===== config.mk =====
export PLATFORM = sky130hd
export DESIGN_NAME = mapt_tracker
export DESIGN_NICKNAME = d
export VERILOG_FILES = /design/src/include/mapt_pkg.sv /design/src/logic/mapt_rev_counter.sv /design/src/logic/mapt_tracker.sv
export VERILOG_INCLUDE_DIRS = /design/src /design/src/include
export SDC_FILE = /design/constraint.sdc
export NUM_CORES = 1
export LEC_CHECK = 0
export BUFFER_PORTS_ARGS = -buffer_cell sky130_fd_sc_hd__buf_2
export CORE_MARGIN = 3
export CORE_UTILIZATION = 62
export CTS_BUF_LIST = sky130_fd_sc_hd__clkbuf_16
export DETAILED_ROUTE_END_ITERATION = 8
export PLACE_DENSITY = 0.83
export SETUP_SLACK_MARGIN = 0.1
export SKIP_CTS_REPAIR_TIMING = 1
export SYNTH_ARGS = -nofsm -noshare
export SYNTH_HDL_FRONTEND = slang
export SYNTH_SLANG_ARGS = --single-unit

===== constraint.sdc =====
create_clock -name sys_clk_i -period 6 [get_ports sys_clk_i]
set_input_delay 0.9 -clock sys_clk_i [delete_from_list [all_inputs] [get_ports sys_clk_i]]
set_output_delay 0.9 -clock sys_clk_i [all_outputs]
set_load 0.01 [all_outputs]

===== src/include/mapt_defines.svh =====
/*
 * constants for the multiturn absolute position tracker.
 * assumes inclusion by bare name from any design file.
 */
`ifndef MAPT_DEFINES_SVH
`define MAPT_DEFINES_SVH

`define MAPT_REG_MODE_OFS 16'h2015
`define MAPT_OBJ_POS_OFS 16'h6064
`define MAPT_MODE_RST 16'h0000
`define MAPT_MODE_INCR 16'h0000
`define MAPT_MODE_LIN 16'h0001
`define MAPT_MODE_ROT 16'h0002
`define MAPT_MODE_SGL 16'h0003
`define MAPT_MODE_CLR_ALM 16'h0005
`define MAPT_MODE_CLR_POS 16'h0009
`define MAPT_CLK_HZ 40000000
`define MAPT_CMD_TMO_MS 3000
`define MAPT_ST17_MAX 23'h01ffff
`define MAPT_ST23_MAX 23'h7fffff

`endif


===== src/include/mapt_pkg.sv =====
/*
 * types for the multiturn absolute position tracker.
 * assumes mapt_defines.svh is compiled alongside.
 */
package mapt_pkg;
    typedef enum logic [1:0] {
        MAPT_CMD_IDLE,
        MAPT_CMD_BUSY,
        MAPT_CMD_FAIL
    } mapt_cmd_st_t;
    typedef logic signed [15:0] mapt_rev_t;
    typedef logic [22:0] mapt_st_t;
endpackage


===== src/logic/mapt_rev_counter.sv =====
/*
 * signed revolution counter with mode-dependent wrap.
 * assumes one-cycle step pulses from the tracker on the same clock.
 */
`timescale 1ns/1ps
`default_nettype none
`include "mapt_defines.svh"

module mapt_rev_counter
    import mapt_pkg::*;
(
    input wire logic sys_clk_i,
    input wire logic rstn_i,
    input wire logic clear_i,
    input wire logic step_cw_i,
    input wire logic step_ccw_i,
    input wire logic rotary_i,
    input wire logic [15:0] upper_i,
    output mapt_rev_t rev_o
);

    // -------------------------------------------------------------
    // counter
    // -------------------------------------------------------------
    mapt_rev_t rev_q;
    assign rev_o = rev_q;

    always_ff @(posedge sys_clk_i) begin
        if (!rstn_i || clear_i) begin
            rev_q <= '0;
        end else if (rotary_i) begin
            // stays within zero and upper plus one
            if (step_ccw_i) begin
                if ($unsigned(rev_q) >= {1'b0, upper_i} + 17'h00001) begin
                    rev_q <= '0;
                end else begin
                    rev_q <= rev_q + 16'sh0001;
                end
            end else if (step_cw_i) begin
                if (rev_q == 16'sh0000) begin
                    rev_q <= mapt_rev_t'(upper_i + 16'h0001);
                end else begin
                    rev_q <= rev_q - 16'sh0001;
                end
            end
        end else if (step_ccw_i) begin
            rev_q <= rev_q + 16'sh0001;
        end else if (step_cw_i) begin
            rev_q <= rev_q - 16'sh0001;
        end
    end

endmodule
`default_nettype wire


===== src/logic/mapt_tracker.sv =====
/*
 * multiturn absolute position tracker: mode register, commands,
 * alarm, revolution tracking and absolute position object.
 * assumes encoder data and battery status are synchronous inputs
 * from encoder interface logic on the same clock.
 */
// Function
// - mode 0: incremental, position not retained
// - mode 1: multiturn linear retention
// - mode 2: rotary, multiturn limited to upper+1
// - mode 3: single turn, overrun flags overflow
// - write 5 clears alarm, then multiturn
// - write 9 clears position, alarm, then multiturn
// - first multiturn selection raises data alarm
// - alarm clears only homed and battery good
// - clockwise decrements, counter-clockwise increments
// - 16-bit two's complement counter wraps
// - single turn spans encoder resolution
// - low 16 bits of absolute position readable at object 6064h
// - rotary value within zero and upper+1
// - multiturn data cleared by reset
// - position clear zeroes turns, keeps absolute
`timescale 1ns/1ps
`default_nettype none
`include "mapt_defines.svh"

module mapt_tracker
    import mapt_pkg::*;
#(
    parameter int unsigned CMD_TMO_CYC =
        (`MAPT_CLK_HZ / 1000) * `MAPT_CMD_TMO_MS
)
(
    input wire logic sys_clk_i,
    input wire logic rstn_i,
    input wire logic wr_en_i,
    input wire logic rd_en_i,
    input wire logic [15:0] addr_i,
    input wire logic [15:0] wdata_i,
    input wire logic [15:0] rotary_turn_upper_limit_i,
    input wire logic res23_i,
    input wire logic [22:0] st_pos_i,
    input wire logic st_valid_i,
    input wire logic battery_ok_i,
    input wire logic homed_i,
    input wire logic first_install_i,
    output logic [15:0] rdata_o,
    output logic [31:0] abs_pos_o,
    output logic multiturn_data_alarm_o,
    output logic st_overflow_o,
    output logic cmd_fail_o
);

    // -------------------------------------------------------------
    // helpers
    // -------------------------------------------------------------
    function automatic logic is_mt(input logic [15:0] m);
        is_mt = (m == `MAPT_MODE_LIN) || (m == `MAPT_MODE_ROT);
    endfunction

    function automatic logic [22:0] st_max(input logic r23);
        st_max = r23 ? `MAPT_ST23_MAX : `MAPT_ST17_MAX;
    endfunction

    // -------------------------------------------------------------
    // mode register and command sequencing
    // -------------------------------------------------------------
    logic [15:0] mode_q;
    mapt_cmd_st_t cmd_st_q;
    logic [31:0] tmo_cnt_q;
    logic clr_pos_q;
    logic alarm_q;
    logic mode_wr;
    assign mode_wr = wr_en_i && (addr_i == `MAPT_REG_MODE_OFS);

    always_ff @(posedge sys_clk_i) begin
        if (!rstn_i) begin
            mode_q <= `MAPT_MODE_RST;
            cmd_st_q <= MAPT_CMD_IDLE;
            tmo_cnt_q <= '0;
            clr_pos_q <= 1'b0;
        end else begin
            clr_pos_q <= 1'b0;
            if (mode_wr) begin
                mode_q <= wdata_i;
                tmo_cnt_q <= '0;
                if (wdata_i == `MAPT_MODE_CLR_ALM ||
                        wdata_i == `MAPT_MODE_CLR_POS) begin
                    cmd_st_q <= MAPT_CMD_BUSY;
                    clr_pos_q <= (wdata_i == `MAPT_MODE_CLR_POS);
                end else begin
                    cmd_st_q <= MAPT_CMD_IDLE;
                end
            end else begin
                unique case (cmd_st_q)
                    MAPT_CMD_IDLE: begin
                        tmo_cnt_q <= '0;
                    end
                    MAPT_CMD_BUSY: begin
                        if (!alarm_q) begin
                            mode_q <= `MAPT_MODE_LIN;
                            cmd_st_q <= MAPT_CMD_IDLE;
                        end else if (tmo_cnt_q >= CMD_TMO_CYC - 1) begin
                            cmd_st_q <= MAPT_CMD_FAIL;
                        end else begin
                            tmo_cnt_q <= tmo_cnt_q + 32'h00000001;
                        end
                    end
                    MAPT_CMD_FAIL: begin
                        tmo_cnt_q <= '0;
                    end
                endcase
            end
        end
    end

    always_ff @(posedge sys_clk_i) begin
        if (!rstn_i) begin
            cmd_fail_o <= 1'b0;
        end else begin
            cmd_fail_o <= (cmd_st_q == MAPT_CMD_FAIL);
        end
    end

    // -------------------------------------------------------------
    // multiturn data alarm
    // -------------------------------------------------------------
    logic mt_sel_q;
    logic clr_ok;
    assign clr_ok = homed_i && battery_ok_i;

    always_ff @(posedge sys_clk_i) begin
        if (!rstn_i) begin
            mt_sel_q <= 1'b0;
        end else begin
            mt_sel_q <= is_mt(mode_q);
        end
    end

    always_ff @(posedge sys_clk_i) begin
        if (!rstn_i) begin
            alarm_q <= 1'b0;
        end else if (!battery_ok_i ||
                (is_mt(mode_q) && !mt_sel_q && first_install_i)) begin
            alarm_q <= 1'b1;
        end else if (cmd_st_q == MAPT_CMD_BUSY && clr_ok) begin
            alarm_q <= 1'b0;
        end
    end

    always_ff @(posedge sys_clk_i) begin
        if (!rstn_i) begin
            multiturn_data_alarm_o <= 1'b0;
        end else begin
            multiturn_data_alarm_o <= alarm_q;
        end
    end

    // -------------------------------------------------------------
    // single turn tracking and direction detection
    // -------------------------------------------------------------
    mapt_st_t st_q;
    logic st_seen_q;
    logic step_cw;
    logic step_ccw;
    logic [22:0] half;
    logic [22:0] res_max;
    assign res_max = st_max(res23_i);
    assign half = {1'b0, res_max[22:1]};
    // wrap through zero inferred from a jump of more than half a turn
    assign step_ccw = st_valid_i && st_seen_q && (st_q > half) &&
        (st_pos_i < half) && (st_q - st_pos_i > half);
    assign step_cw = st_valid_i && st_seen_q && (st_q < half) &&
        (st_pos_i > half) && (st_pos_i - st_q > half);

    always_ff @(posedge sys_clk_i) begin
        if (!rstn_i) begin
            st_q <= '0;
            st_seen_q <= 1'b0;
        end else if (st_valid_i) begin
            st_q <= st_pos_i & st_max(res23_i);
            st_seen_q <= 1'b1;
        end
    end

    always_ff @(posedge sys_clk_i) begin
        if (!rstn_i) begin
            st_overflow_o <= 1'b0;
        end else if (mode_q == `MAPT_MODE_SGL &&
                (step_cw || step_ccw)) begin
            // overrun in the write cycle is kept: set wins
            st_overflow_o <= 1'b1;
        end else if (mode_wr) begin
            st_overflow_o <= 1'b0;
        end
    end

    // -------------------------------------------------------------
    // revolution counter
    // -------------------------------------------------------------
    mapt_rev_t rev;
    logic rev_clr;
    // single-turn mode holds the counter at zero, as does a position clear;
    // incremental and multiturn modes keep counting until reset
    assign rev_clr = clr_pos_q || (mode_q == `MAPT_MODE_SGL);

    mapt_rev_counter u_rev (
        .sys_clk_i(sys_clk_i),
        .rstn_i(rstn_i),
        .clear_i(rev_clr),
        .step_cw_i(step_cw),
        .step_ccw_i(step_ccw),
        .rotary_i(mode_q == `MAPT_MODE_ROT),
        .upper_i(rotary_turn_upper_limit_i),
        .rev_o(rev)
    );

    // -------------------------------------------------------------
    // absolute position and object read
    // -------------------------------------------------------------
    logic [31:0] abs_next;
    logic [31:0] abs_ofs_q;
    always_comb begin
        abs_next = res23_i ? ({{16{rev[15]}}, rev} << 23)
                           : ({{16{rev[15]}}, rev} << 17);
        abs_next = abs_next + {9'h000, st_q} + abs_ofs_q;
    end

    // clearing turns keeps reported position: store prior turn term
    always_ff @(posedge sys_clk_i) begin
        if (!rstn_i) begin
            abs_ofs_q <= '0;
        end else if (clr_pos_q) begin
            abs_ofs_q <= abs_next - {9'h000, st_q};
        end else if (mode_q == `MAPT_MODE_INCR ||
                mode_q == `MAPT_MODE_SGL) begin
            abs_ofs_q <= '0;
        end
    end

    always_ff @(posedge sys_clk_i) begin
        if (!rstn_i) begin
            abs_pos_o <= '0;
        end else begin
            abs_pos_o <= abs_next;
        end
    end

    always_ff @(posedge sys_clk_i) begin
        if (!rstn_i) begin
            rdata_o <= '0;
        end else if (rd_en_i && addr_i == `MAPT_REG_MODE_OFS) begin
            rdata_o <= mode_q;
        end else if (rd_en_i && addr_i == `MAPT_OBJ_POS_OFS) begin
            rdata_o <= abs_next[15:0];
        end else if (rd_en_i) begin
            rdata_o <= '0;
        end
    end

    // -------------------------------------------------------------
    // checks
    // -------------------------------------------------------------
    property p_cmd5_done;
        @(posedge sys_clk_i) disable iff (!rstn_i)
        (cmd_st_q == MAPT_CMD_BUSY && !alarm_q && !mode_wr)
            |=> mode_q == `MAPT_MODE_LIN;
    endproperty
    a_cmd5_done: assert property (p_cmd5_done)
        else $error("command did not switch to multiturn");

    property p_clrpos;
        @(posedge sys_clk_i) disable iff (!rstn_i)
        clr_pos_q |=> rev == 16'sh0000;
    endproperty
    a_clrpos: assert property (p_clrpos)
        else $error("position clear left turns");

    property p_keep_abs;
        @(posedge sys_clk_i) disable iff (!rstn_i)
        (clr_pos_q && !st_valid_i) |=> abs_next == $past(abs_next);
    endproperty
    a_keep_abs: assert property (p_keep_abs)
        else $error("position clear moved absolute");

    property p_alarm_clear;
        @(posedge sys_clk_i) disable iff (!rstn_i)
        ($past(alarm_q) && !alarm_q) |-> $past(clr_ok);
    endproperty
    a_alarm_clear: assert property (p_alarm_clear)
        else $error("alarm cleared without homing");

    property p_first;
        @(posedge sys_clk_i) disable iff (!rstn_i)
        (is_mt(mode_q) && !mt_sel_q && first_install_i) |=> alarm_q;
    endproperty
    a_first: assert property (p_first)
        else $error("first install raised no alarm");

    property p_ccw;
        @(posedge sys_clk_i) disable iff (!rstn_i)
        (step_ccw && !rev_clr && mode_q == `MAPT_MODE_LIN)
            |=> rev == $past(rev) + 16'sh0001;
    endproperty
    a_ccw: assert property (p_ccw)
        else $error("ccw step did not increment");

    property p_rot;
        @(posedge sys_clk_i) disable iff (!rstn_i)
        (mode_q == `MAPT_MODE_ROT && $stable(mode_q) && !rev[15] &&
            $unsigned(rev) <= {1'b0, rotary_turn_upper_limit_i} + 17'h1)
            |=> !rev[15];
    endproperty
    a_rot: assert property (p_rot)
        else $error("rotary turns went negative");

    property p_sgl;
        @(posedge sys_clk_i) disable iff (!rstn_i)
        (mode_q == `MAPT_MODE_SGL && step_cw && !mode_wr) |=> st_overflow_o;
    endproperty
    a_sgl: assert property (p_sgl)
        else $error("single turn overrun not flagged");

endmodule
`default_nettype wire


==> metrics.md <==
| Metric | Value |
|---|---|
| Comb power frac | 31.7% |
| Vias | 14600 |
| Cell family with most CP delay | simple AND/OR/NAND/NOR gates |
| Reg-to-Reg Start | st_q[1] |
| Effective utilization at floorplan | 64.2% |
| H-tree Lvls | 4 |
| Seq pwr share | 36.7% |
| Top cells by area, synth | dfxtp_1 24%, ha_1 15%, nor2_1 4.9% |
| Final hold violations | 0 |
| DIE AREA | 25800 um2 |
| Drt total wl | 43.1 mm |
| DRT antenna net count | 0 |
| Min cycle time layout | 5.57 ns |
| Worst setup path startpoint | st_pos_i[1] |
| Die X | 161 um |
| Worst-path cell chain | buf_2 > inv_1 > ha_1 > nor2b_1 > o21ai_1 > nand4bb_1 > and3_1 > o21ai_0 > nand2b_1 > a21oi_1 > o21bai_1 > a31o_2 > xor2_1 > ha_1 > and4_1 > o211ai_1 > and4b_1 > o2111ai_1 > or4_1 > nor4_4 > nor2_1 > nor2_2 > a2bb2oi_1 > nor2_1 |
| Max Freq | 179 MHz |
| Worst Skew | 0.0148 ns |
| Bufs and invs on worst path | 2 |
| Clock Power Share | 31.6% |
| # setup viols final | 0 |
| Layout cell share with drive strength beyond 1 | 12.1% |
| Peak per-stage delay on the critical path | 0.47 ns |
| Synth Warn # | 0 |
| Unrepaired setup endpoints after global routing | false |
| #FFs+latches synth | 176 |
| Layout area overhead | 10.6% |
| VDD IR-drop max | 0.000161 V |
| CP Class | in -> reg |
| Required time worst endpoint | 6.27 ns |
| Fin crit share | 92.9% |
| Overall routing resource usage | 32.4% |
| Outcome | finished, final reports clean |
| Switch share | 36.0% |
| Worst-path fanout max | 5 |
| Clock Pin Slew Worst Setup and Hold Paths | 0.07 ns |
| Post-route design area | 16400 um2 |
| Post-place instance area | 15800 um2 |
| Reg2Reg Depth | 21 |
| IO Pins | 131 |
| Final net count | 2212 |
| Total leakage power | 0.00735 uW |
| Critical Path Source Type | primary input |
| Max_cap viols | 0 |
| Diodes inserted | 0 |
| Syn Nets | 2115 |
| WP depth | 24 |
| Mapped Avg Cell Area | 8.00 um2 |
| Worst Hold Depth | 2 |
| Vias in the first global route | 13800 |
| First-pass GRT wire length | 69.0 mm |
| WP data arrival | 5.84 ns |
| Psw | 1250 uW |
| PwrDens | 211 nW/um2 |
| Most frequent cells after synthesis | 194 x nor2_1, 176 x dfxtp_1, 173 x ha_1, 129 x a21oi_1, 114 x nand2_1 |
| Asr flop ratio synth | 0% |
| Via density | 6.42 |
| Cell variety after synth | 96 |
| Worst Hold Class | reg -> reg |
| PortBufs | 130 |
| DR DRC count | 0 |
| Most frequent cell after synthesis | nor2_1 |
| Yosys top cell by area | dfxtp_1 |
| Slew @ Worst Pin | 1.34 ns |
| Router iterations before antenna repair | 6 |
| Gp weighted congestion | 1.03 |
| Max-slew violations | 0 |
| Cells after synthesis | 1852 |
| Min-delay src | abs_ofs_q[27] |
| TNS Setup | 0 ns |
| Clock buffer depth | 2 |
| Root Buffer | clkbuf_16 |
| Num CTS Buffers | 17 |
| Clock sink count | 176 |
| TritonCTS clock tree | done |
| Crit-path slowest cell | or4_1 |
| Sequential-to-total area share from yosys stat | 23.8% |
| Share of the synthesized area in the top cell type | 23.8% |
| Final setup margin | 0.425 ns |
| Total grt overflow | 0 |
| Die Ht | 161 um |
| EDFF count, synth | 0 |
| Initial antenna violation count | 2 |
| Internal power | 2220 uW |
| Cell area after synthesis | 14800 um2 |
| Number of placement rows | 55 |
| 1st-iter DRT viols | 1271 |
| Relative slew slack | 10.5% |
| Dpl hpwl | 33.2 mm |
| Largest net degree at the start of global routing | 91 |
| Place WS | 0.00798 ns |
| CP endpoint kind | flop |
| Core Box Area | 23100 um2 |
| Routed WL per cell | 19.0 um |
| Pwr Total | 3460 uW |
| Clock latency on the worst-skew pair | 0.44 ns |
| Main flop type after synthesis | dfxtp_1 |
worst reg2reg max path, stage by stage, from the launching register on:
cell,delay [ns]
dfxtp_1,0.40
ha_1,0.26
ha_1,0.24
fa_1,0.45
a211oi_2,0.30
o21bai_1,0.12
or2_2,0.29
a21o_1,0.16
a21oi_1,0.20
o21bai_1,0.09
a21oi_1,0.22
xnor2_2,0.20
ha_2,0.39
a21oi_1,0.25
o21ai_0,0.14
a21o_1,0.20
a221o_1,0.41
a211oi_2,0.28
o211ai_1,0.18
nand2_1,0.15
nand4_1,0.13
a221o_1,0.37
cells by family after synthesis:
group	Yosys count	share of synthesized area (%)
compound gates	525	24.1
flops	176	23.8
simple gates	631	21.6
xor+xnor	117	6.92
mux	37	2.62
buf+inv	183	5.02
fa+ha+maj	183	16.0
layout make-up:
type	instances	area, um2
Multi-Input combinational cell	1493	10600
Fill cell	1888	6680
Sequential cell	176	3520
Timing Repair Buffer	164	931
Clock buffer	17	425
Tap cell	313	392
Inverter	97	364
Clock inverter	15	156
cell usage in the layout, fill, tap and decap left out, types with 30 or more instances in the layout:
cell type	n
nor2_1	193
dfxtp_1	176
ha_1	172
buf_2	130
a21oi_1	128
nand2_1	114
inv_1	95
o21ai_0	78
xnor2_1	72
nand3_1	58
a22oi_1	56
a21o_1	47
xor2_1	44
nand4_1	41
and2_1	37
nor3_1	36
buf_4	32
a211oi_1	30
through the flow:
stage | instances | util [%] | hold slack, ns
after CTS | 2275 | 70.9 | 0.468
after detailed placement | 2243 | 68.3 | 0.452
final | 2275 | 71.0 | 0.465
after global routing | 2275 | 71.0 | 0.492
after floorplan | 1852 | - | 0.432
after global placement | 2243 | 68.3 | 0.444
power groups by stage:
stage               clock network (uW)  registers [uW]  logic [uW]
global placement                     0            1290        1040
finish                            1090            1270        1100
CTS                               1100            1270        1070
floorplan                            0            1270         795
global route                      1150            1280        1220
detailed placement                   0            1290        1060
final timing paths:
check | to | slack (ns)
max | st_overflow_o | 0.43
min | abs_ofs_q[27] | 0.47
max reg2reg | abs_ofs_q[30] | 0.45
min reg2reg | abs_ofs_q[27] | 0.47
layer usage:
metal	global-route usage (%)	vias to the layer above	share of wire, %
met5	0	-	0.049
met4	15.1	4	4.5
met3	6.04	136	7.0
met2	54.5	617	48
met1	40.0	6861	41
li1	-	6998	-
sequential cells by signal (all words and copies together), names as in the netlist:
signal                  count
st_q                       23
clr_pos_q                   1
rdata_o                    16
multiturn_data_alarm_o      1
mt_sel_q                    1
cmd_st_q                    2
u_rev.rev_o                16
alarm_q                     1
abs_ofs_q                  32
cmd_fail_o                  1
tmo_cnt_q                  32
mode_q                     16
abs_pos_o                  32
st_seen_q                   1
st_overflow_o               1
No activity file was read; power rests on OpenSTA's default activity.
